## src/design/mbw_pkg.sv

```systemverilog
// package of constants and carriers for the modbus write handler
package mbw_pkg;
  // ==========================================================
  // frame layout
  localparam int HDR_LEN = 7;
  localparam logic [7:0] FC_WR_SINGLE = 8'h06;
  localparam logic [7:0] FC_WR_MULTI = 8'h10;
  localparam logic [7:0] FC_ERR_BIT = 8'h80;
  localparam logic [15:0] LEN_SINGLE = 16'h0006;
  localparam logic [15:0] LEN_MULTI_BASE = 16'h0007;
  localparam logic [15:0] LEN_RESP_MULTI = 16'h0006;
  localparam logic [15:0] LEN_ERROR = 16'h0003;
  localparam logic [15:0] CNT_MIN = 16'h0001;
  localparam logic [15:0] CNT_MAX = 16'h007b;
  localparam logic [15:0] PROTO_ID = 16'h0000;
  localparam logic [7:0] UNIT_ID = 8'h00;
  // ==========================================================
  // exception codes
  localparam logic [7:0] EXC_FUNC = 8'h01;
  localparam logic [7:0] EXC_ADDR = 8'h02;
  localparam logic [7:0] EXC_VALUE = 8'h03;
  localparam logic [7:0] EXC_DEVICE = 8'h04;
  // ==========================================================
  // carriers
  typedef struct packed {
    logic [7:0] data;
    logic last;
  } mbw_byte_s;
  typedef struct packed {
    logic [15:0] addr;
    logic [15:0] data;
  } mbw_wr_s;
endpackage

```

## src/design/mbw_resp_buf.sv

```systemverilog
// response byte store and serialiser of the modbus write handler
`timescale 1ns/1ps
module mbw_resp_buf #(
  parameter int DEPTH = 12
) (
  // clock and reset
  input wire logic clk,
  input wire logic rst,
  // load side
  input wire logic load,
  input wire logic [DEPTH*8-1:0] frame,
  input wire logic [3:0] len,
  // byte stream out
  output mbw_pkg::mbw_byte_s tx_r,
  output logic tx_valid_r,
  input wire logic tx_ready,
  output logic busy_r
);
  logic [7:0] mem [DEPTH];
  logic [3:0] idx_r;
  logic [3:0] len_r;

  // ==========================================================
  // capture frame, byte 0 in the top lane
  always_ff @(posedge clk) begin
    if (load) begin
      for (int i = 0; i < DEPTH; i++) begin
        mem[i] <= frame[(DEPTH-1-i)*8 +: 8];
      end
    end
  end

  // stream bytes out one per accepted beat
  always_ff @(posedge clk or posedge rst) begin
    if (rst) begin
      idx_r <= 4'h0;
      len_r <= 4'h0;
      busy_r <= 1'b0;
      tx_valid_r <= 1'b0;
      tx_r <= '0;
    end else if (load && !busy_r) begin
      idx_r <= 4'h0;
      len_r <= len;
      busy_r <= 1'b1;
      tx_valid_r <= 1'b0;
    end else if (busy_r) begin
      if (!tx_valid_r || tx_ready) begin
        if (tx_valid_r && tx_r.last) begin
          busy_r <= 1'b0;
          tx_valid_r <= 1'b0;
        end else begin
          tx_r.data <= mem[idx_r];
          tx_r.last <= (idx_r == len_r - 4'h1);
          tx_valid_r <= 1'b1;
          idx_r <= idx_r + 4'h1;
        end
      end
    end
  end
endmodule

```

## src/design/mbw_handler.sv

```systemverilog
// modbus tcp write single and write multiple register handler
// Notes on behaviour
// single write: code 06h, 2-byte address, 2-byte value, high byte first
// single write request and its echo carry length 0006h
// address and value of a single write take any 16-bit value
// successful single write is echoed byte for byte
// single write stores the 16-bit value at the addressed register
// failed single write answers code 86h plus one exception byte
// every error frame carries length 0003h
// exception byte is only 01, 02, 03 or 04
// multiple write: code 10h, start, count within 0001h..007Bh
// multiple write length equals 0007h plus twice the count
// byte count equals twice the count, then values high byte first
// multiple write answer: 10h, length 0006h, echoed start and count
// failed multiple write answers code 90h plus one exception byte
// multiple write stores consecutive values from the start address
// each message opens with 7-byte header, protocol and unit zero
// response copies the request's transaction identifier
// all multi-byte fields are big-endian
// transport on tcp port 502, one connection, no checksum
// error code is request code with bit 7 set; no write on reject, though a short multi write keeps its earlier words and an overlong one all but
// its last counted word, plus any extra words after it
// bad count, byte count or length is rejected with code 03
`timescale 1ns/1ps
module mbw_handler (
  // clock and reset
  input wire logic clk,
  input wire logic rst,
  // request byte stream from the tcp layer
  input wire mbw_pkg::mbw_byte_s rx,
  input wire logic rx_valid,
  output logic rx_ready_r,
  // response byte stream to the tcp layer
  output mbw_pkg::mbw_byte_s tx_r,
  output logic tx_valid_r,
  input wire logic tx_ready,
  // process data write port
  output mbw_pkg::mbw_wr_s wr_r,
  output logic wr_en_r,
  input wire logic wr_fail
);
  typedef enum logic [3:0] {
    ST_HDR = 4'b0001,
    ST_BODY = 4'b0010,
    ST_DRAIN = 4'b0100,
    ST_RESP = 4'b1000
  } mbw_state_e;

  mbw_state_e state_r;
  logic [8:0] pos_r; // a full 123-word frame runs to 259 bytes
  logic [15:0] tid_r, pid_r, len_r, addr_r, cnt_r, val_r;
  logic [7:0] unit_r, fc_r, bcnt_r, exc_r, hi_r;
  logic [7:0] nwr_r;
  logic err_r;
  logic load_r;
  logic buf_busy;
  logic [95:0] frame_r;
  logic [3:0] flen_r;
  logic take;
  logic last_in;
  logic [15:0] exp_len;
  logic [7:0] exp_bcnt;
  logic resp_tx_valid;
  mbw_pkg::mbw_byte_s resp_tx;

  assign take = rx_valid && rx_ready_r;
  assign last_in = rx.last;
  // expected fields for a multiple write, count held in cnt_r
  assign exp_len = mbw_pkg::LEN_MULTI_BASE + {cnt_r[14:0], 1'b0};
  assign exp_bcnt = {cnt_r[6:0], 1'b0};

  // ==========================================================
  // receive: header and fields, big-endian byte assembly
  always_ff @(posedge clk or posedge rst) begin
    if (rst) begin
      state_r <= ST_HDR;
      pos_r <= 9'h000;
      tid_r <= 16'h0000;
      pid_r <= 16'h0000;
      len_r <= 16'h0000;
      unit_r <= 8'h00;
      fc_r <= 8'h00;
      addr_r <= 16'h0000;
      cnt_r <= 16'h0000;
      bcnt_r <= 8'h00;
      hi_r <= 8'h00;
      err_r <= 1'b0;
      exc_r <= 8'h00;
      nwr_r <= 8'h00;
      val_r <= 16'h0000;
    end else begin
      if (take) begin
        pos_r <= pos_r + 9'h001;
        // byte positions follow the 7-byte header
        unique case (pos_r)
          9'd0: tid_r[15:8] <= rx.data;
          9'd1: tid_r[7:0] <= rx.data;
          9'd2: pid_r[15:8] <= rx.data;
          9'd3: pid_r[7:0] <= rx.data;
          9'd4: len_r[15:8] <= rx.data;
          9'd5: len_r[7:0] <= rx.data;
          9'd6: unit_r <= rx.data;
          9'd7: fc_r <= rx.data;
          9'd8: addr_r[15:8] <= rx.data;
          9'd9: addr_r[7:0] <= rx.data;
          9'd10: cnt_r[15:8] <= rx.data;
          9'd11: cnt_r[7:0] <= rx.data;
          9'd12: bcnt_r <= rx.data;
          default: ;
        endcase
        // header sanity after unit byte, function check after code
        if (pos_r == 9'd7) begin
          if (pid_r != mbw_pkg::PROTO_ID || unit_r != mbw_pkg::UNIT_ID ||
              (rx.data != mbw_pkg::FC_WR_SINGLE &&
               rx.data != mbw_pkg::FC_WR_MULTI)) begin
            err_r <= 1'b1;
            exc_r <= mbw_pkg::EXC_FUNC;
          end
        end
        // single write: length check once value arrives
        if (fc_r == mbw_pkg::FC_WR_SINGLE && pos_r == 9'd11) begin
          if (len_r != mbw_pkg::LEN_SINGLE) begin
            err_r <= 1'b1;
            exc_r <= mbw_pkg::EXC_VALUE;
          end
        end
        // multiple write: count, length and byte count checks
        if (fc_r == mbw_pkg::FC_WR_MULTI && pos_r == 9'd12 && !err_r) begin
          if (cnt_r < mbw_pkg::CNT_MIN || cnt_r > mbw_pkg::CNT_MAX ||
              len_r != exp_len || rx.data != exp_bcnt) begin
            err_r <= 1'b1;
            exc_r <= mbw_pkg::EXC_VALUE;
          end
        end
        // data bytes of a multiple write, paired high then low
        if (fc_r == mbw_pkg::FC_WR_MULTI && pos_r > 9'd12) begin
          if (pos_r[0]) begin
            hi_r <= rx.data;
          end else begin
            val_r <= {hi_r, rx.data};
          end
        end
        if (last_in) begin
          state_r <= ST_DRAIN;
          // short frame or truncated data is a value error
          if (!err_r && (pos_r < 9'd11 ||
              (fc_r == mbw_pkg::FC_WR_MULTI &&
               {7'h00, pos_r} != 16'd12 + {8'h00, exp_bcnt}))) begin
            err_r <= 1'b1;
            exc_r <= mbw_pkg::EXC_VALUE;
          end
        end else begin
          state_r <= ST_BODY;
        end
      end
      if (wr_en_r) begin
        nwr_r <= nwr_r + 8'h01;
        if (wr_fail) begin
          err_r <= 1'b1;
          exc_r <= mbw_pkg::EXC_DEVICE;
        end
      end
      if (state_r == ST_DRAIN && !wr_en_r) begin
        state_r <= ST_RESP;
      end
      if (state_r == ST_RESP && !load_r && !buf_busy) begin
        state_r <= ST_HDR;
        pos_r <= 9'h000;
        err_r <= 1'b0;
        exc_r <= 8'h00;
        nwr_r <= 8'h00;
      end
    end
  end

  // ==========================================================
  // write strobe: single value on its last byte, multi per word
  always_ff @(posedge clk or posedge rst) begin
    if (rst) begin
      wr_en_r <= 1'b0;
      wr_r <= '0;
    end else begin
      wr_en_r <= 1'b0;
      if (take && !err_r) begin
        if (fc_r == mbw_pkg::FC_WR_SINGLE && pos_r == 9'd11 &&
            len_r == mbw_pkg::LEN_SINGLE && rx.last) begin
          wr_r.addr <= addr_r;
          wr_r.data <= {cnt_r[15:8], rx.data};
          wr_en_r <= 1'b1;
        end
        // a multi write stores only after its header is checked
        if (fc_r == mbw_pkg::FC_WR_MULTI && pos_r > 9'd12 && !pos_r[0] &&
            !(pos_r == 9'd12 + {1'b0, exp_bcnt} && !rx.last)) begin
          wr_r.addr <= addr_r + {8'h00, nwr_r};
          wr_r.data <= {hi_r, rx.data};
          wr_en_r <= 1'b1;
        end
      end
    end
  end

  // ==========================================================
  // frame builder: echo, short multi answer or error frame
  always_ff @(posedge clk or posedge rst) begin
    if (rst) begin
      load_r <= 1'b0;
      frame_r <= '0;
      flen_r <= 4'h0;
    end else begin
      load_r <= 1'b0;
      if (state_r == ST_DRAIN && !wr_en_r) begin
        load_r <= 1'b1;
        if (err_r) begin
          frame_r <= {tid_r, mbw_pkg::PROTO_ID, mbw_pkg::LEN_ERROR,
                      mbw_pkg::UNIT_ID, fc_r | mbw_pkg::FC_ERR_BIT,
                      exc_r, 24'h000000};
          flen_r <= 4'd9;
        end else if (fc_r == mbw_pkg::FC_WR_SINGLE) begin
          frame_r <= {tid_r, mbw_pkg::PROTO_ID, mbw_pkg::LEN_SINGLE,
                      mbw_pkg::UNIT_ID, fc_r, addr_r, wr_r.data};
          flen_r <= 4'd12;
        end else begin
          frame_r <= {tid_r, mbw_pkg::PROTO_ID, mbw_pkg::LEN_RESP_MULTI,
                      mbw_pkg::UNIT_ID, fc_r, addr_r, cnt_r};
          flen_r <= 4'd12;
        end
      end
    end
  end

  // accept request bytes only while parsing
  always_ff @(posedge clk or posedge rst) begin
    if (rst) begin
      rx_ready_r <= 1'b0;
    end else begin
      rx_ready_r <= (state_r == ST_HDR || state_r == ST_BODY) &&
                    !(take && last_in);
    end
  end

  // ==========================================================
  // response serialiser; frames carry no checksum
  mbw_resp_buf #(
    .DEPTH(12)
  ) u_buf (
    .clk(clk),
    .rst(rst),
    .load(load_r),
    .frame(frame_r),
    .len(flen_r),
    .tx_r(resp_tx),
    .tx_valid_r(resp_tx_valid),
    .tx_ready(tx_ready),
    .busy_r(buf_busy)
  );

  assign tx_r = resp_tx;
  assign tx_valid_r = resp_tx_valid;
endmodule

```

## config.mk

```make
export PLATFORM = sky130hd
export DESIGN_NAME = mbw_handler
export DESIGN_NICKNAME = d
export VERILOG_FILES = /design/src/design/mbw_pkg.sv /design/src/design/mbw_resp_buf.sv /design/src/design/mbw_handler.sv
export SDC_FILE = /design/constraint.sdc
export NUM_CORES = 1
export LEC_CHECK = 0
export BUFFER_PORTS_ARGS = -buffer_cell sky130_fd_sc_hd__buf_2
export CAP_MARGIN = 20
export CORE_ASPECT_RATIO = 0.9
export CORE_MARGIN = 5
export CORE_UTILIZATION = 53
export CTS_CLUSTER_SIZE = 14
export DETAILED_ROUTE_END_ITERATION = 6
export HOLD_SLACK_MARGIN = 0.1
export PLACE_DENSITY_LB_ADDON = 0.15
export SYNTH_ARGS = -nofsm -noshare
export SYNTH_HDL_FRONTEND = slang
export SYNTH_SLANG_ARGS = --single-unit
```

## constraint.sdc

```tcl
create_clock -name clk -period 20.3 [get_ports clk]
set_input_delay 0 -clock clk [delete_from_list [all_inputs] [get_ports clk]]
set_output_delay 0 -clock clk [all_outputs]
set_load 0.1 [all_outputs]
```

==> impl_metrics.json <==
{
  "status": "completed",
  "totalWireLength_um": 32600,
  "grtUsageMet1_pct": 32.4,
  "numCtsBuffers": 31,
  "fp-row-count": 56,
  "synth_warnings": 0,
  "design.final.nets": 1287,
  "io_pins": 58,
  "die_area_um2": 29900,
  "relSlewSlack_pct": 31.8,
  "worst-path-max-fanout": 53,
  "worst_pin_slew_ns": 1.02,
  "drtPass1Iterations": 5,
  "synthTopCellsByArea": "dfrtp_1 (44%), edfxtp_1 (13%), mux2_2 (8.6%), nand2_1 (4.7%), mux2i_1 (3.6%)",
  "post_drt_wl_per_cell_um": 20.0,
  "share_of_final_layout_standard_cells_stronger_than_drive_strength_1_pct": 20.6,
  "endpoint_of_the_worst_slack_reg_to_reg_timing_path": "wr_r[20]",
  "tritoncts": "built",
  "cp_cell_sequence": "inv_1 -> ha_1 -> xnor2_1 -> nor4_1 -> nand4_1 -> o31ai_4 -> a211o_2 -> inv_2 -> mux2_4",
  "cp.required_ns": 20.74,
  "area.sequential_um2": 7930,
  "grt_overflow": 0,
  "antenna_found_initial": 0,
  "max_cap_viol_count": 0,
  "crit_path_top_delay_cell": "a211o_2",
  "clock_root_buffer": "clkbuf_16",
  "antennaDiodeCount": 0,
  "max_freq_mhz": 291,
  "final_period_minus_worst_setup_slack_ns": 3.43,
  "worstRegToRegCells": 9,
  "netlist-cell-type-count": 75,
  "cts_post_setup_buffers_inserted": 0,
  "timing_hold_violations_final": 0,
  "synthMostInstantiatedCell": "dfrtp_1",
  "floorplan.initialDensity_pct": 53.8,
  "clock_tree.buffer_depth": 3,
  "post-route-drc-count": 0,
  "vias": 9268,
  "yosysTopAreaCellShare_pct": 43.6,
  "grt_util_met2_pct": 35.2,
  "synthToLayoutAreaGrowth_pct": 11.9,
  "yosys-top-cells-count": "dfrtp_1 (245), nand2_1 (176), mux2_2 (107), o21ai_0 (77)",
  "drt-initial-drc-count": 595,
  "yosys_most_used_dff": "dfrtp_1",
  "post_synth_inst_count": 1218,
  "synth_enable_flop_cells": 59,
  "stdcell_area_um2": 15700,
  "reg2reg_slack_ns": 16.87,
  "maxSlewViolCount": 0,
  "crit_path_max_incr_delay_ns": 0.81,
  "netlist_area_um2": 14100,
  "post-route-period-util_pct": 16.9,
  "critical-path-top-delay-family": "compound AO/OA/AOI/OAI gates",
  "timing.critical_path.to_type": "flop",
  "antenna_violating_nets_post_route": 0,
  "final_total_negative_setup_slack_ns": 0,
  "r2r_start": "cnt_r[2]",
  "clock-sinks": 305,
  "synth_top_area_cell": "dfrtp_1",
  "holdCritPathClass": "in2async",
  "multi_input_area_um2": 5720,
  "wire_length_of_the_first_global_routing_pass_um": 52300,
  "grt_use_total_pct": 22.0,
  "synth-seq-area-share_pct": 56.3,
  "syn_nets": 1252,
  "rsz0062_at_grt": "no",
  "critical_path_buf_inv_count": 2,
  "async_reset_ff_share_pct": 80.7,
  "vdd_ir_drop_max_mv": 0.0847,
  "sum_of_net_half_perimeters_after_detailed_placement_um": 21400,
  "arrival_time_worst_endpoint_ns": 3.87,
  "drt-vias-per-instance": 5.70,
  "gr-max-usage-layer": "met2",
  "synth.ff_latch_count": 305,
  "placed_area_um2": 14500,
  "fp.coreArea_um2": 26100,
  "buffer_ports.inserted": 57,
  "worst_skew_pair.late_latency_ns": 0.57,
  "clk_pin_slew_ns": 0.06,
  "power_leakage_nw": 7.22,
  "syn_avg_cell_area_um2": 11.6,
  "die_w_um": 182,
  "fin_hold_ws_ns": 0.131,
  "first_global_vias": 9011,
  "chipHeight_um": 165,
  "power-per-cell-area_nw_per_um2": 118,
  "layout.filler_cells": 2141,
  "gp_congestion": 0.852,
  "met3_usage_pct": 3.15,
  "cts_htree_levels": 1,
  "path_class": "reg2reg",
  "timing.critical_path.from_type": "flop",
  "clock-skew-final_ns": 0.0173,
  "grt_start_max_net_pins": 123,
  "finalSetupViolations": 0
}
[flip-flops by register name, summed over array words and instances (netlist names), 9 cells and up]
register,cells
addr_r,16
cnt_r,16
frame_r,57
len_r,16
pid_r,16
pos_r,9
tid_r,16
u_buf.mem,59
u_buf.tx_r,9
wr_r,32
[repair_timing]
item,CTS,global route
resized for setup,0,0
hold endpoints to repair,249,0
hold buffers,14,0
[area by class of cell]
class | instances | share of cell area [%]
Sequential cell | 305 | 50.4
Clock inverter | 9 | 0.731
Tap cell | 348 | 2.77
Timing Repair Buffer | 79 | 3.08
Inverter | 22 | 0.572
Multi-Input combinational cell | 814 | 36.4
Clock buffer | 49 | 6.13
[worst max-delay path by stage]
stage | slack (ns) | cells past startpoint | startpoint | endpoint
5_1_grt | 16.62 | 9 | cnt_r[2] | wr_r[20]
4_1_cts | 16.92 | 9 | cnt_r[2] | wr_r[20]
3_5_place_dp | 16.95 | 9 | cnt_r[2] | wr_r[20]
2_1_floorplan | 13.54 | 1 | rst | addr_r[0]
3_3_place_gp | 17.08 | 9 | cnt_r[2] | wr_r[22]
6_report | 16.87 | 9 | cnt_r[2] | wr_r[20]
[layout by cell type, fill, tap and decap left out, drive strengths merged, types with 27 or more instances in the layout]
master and n:
nor2 59, mux2 115, buf 65, clkbuf 49, a21oi 44, xnor2 34
o21ai 81, nand2 176, edfxtp 59, nor4 27, mux2i 51, dfrtp 245
[where the power goes]
part	internal [W]	switching, W	total [W]
clock	0.000352	0.000236	0.000588
combinational	0.000161	0.000259	0.000420
sequential	0.000749	0.0000946	0.000844
[per-layer routing]
metal	part of all wire, %	wire length, um
met5	0	0
met1	47	15200
met2	46	15100
met3	4.9	1600
met4	2.0	652
[kinds of logic after synthesis]
kind of cell	count (synthesis)	synth area share (%)
simple gates	390	13.6
flops	305	56.3
mux	174	14.3
compound gates	172	7.19
buf+inv	99	3.07
xor+xnor	58	3.61
fa+ha+maj	20	1.83
[worst register-to-register path: cells and delay by family (launching register included)]
| family | cells | cell delay (ns) |
|---|---|---|
| buffers and inverters | 2 | 0.29 |
| DFF | 1 | 0.61 |
| adders and majority gates | 1 | 0.31 |
| AOI/OAI and AO/OA | 2 | 1.11 |
| and+or+nand+nor | 2 | 0.53 |
| xor gates and xnor gates | 1 | 0.13 |
| muxes | 1 | 0.33 |
[through the flow]
step | std cells | power [W] | setup WS, ns | util (%)
5_1_grt | 1626 | 0.00195 | 16.62 | 60.2
3_5_place_dp | 1553 | 0.00127 | 16.95 | 55.5
3_3_place_gp | 1553 | 0.00126 | 17.08 | 55.5
6_report | 1626 | 0.00185 | 16.87 | 60.2
4_1_cts | 1625 | 0.00187 | 16.92 | 60.2
2_1_floorplan | 1218 | 0.00116 | 13.54 | -
Power figures use the tool's default switching activity.
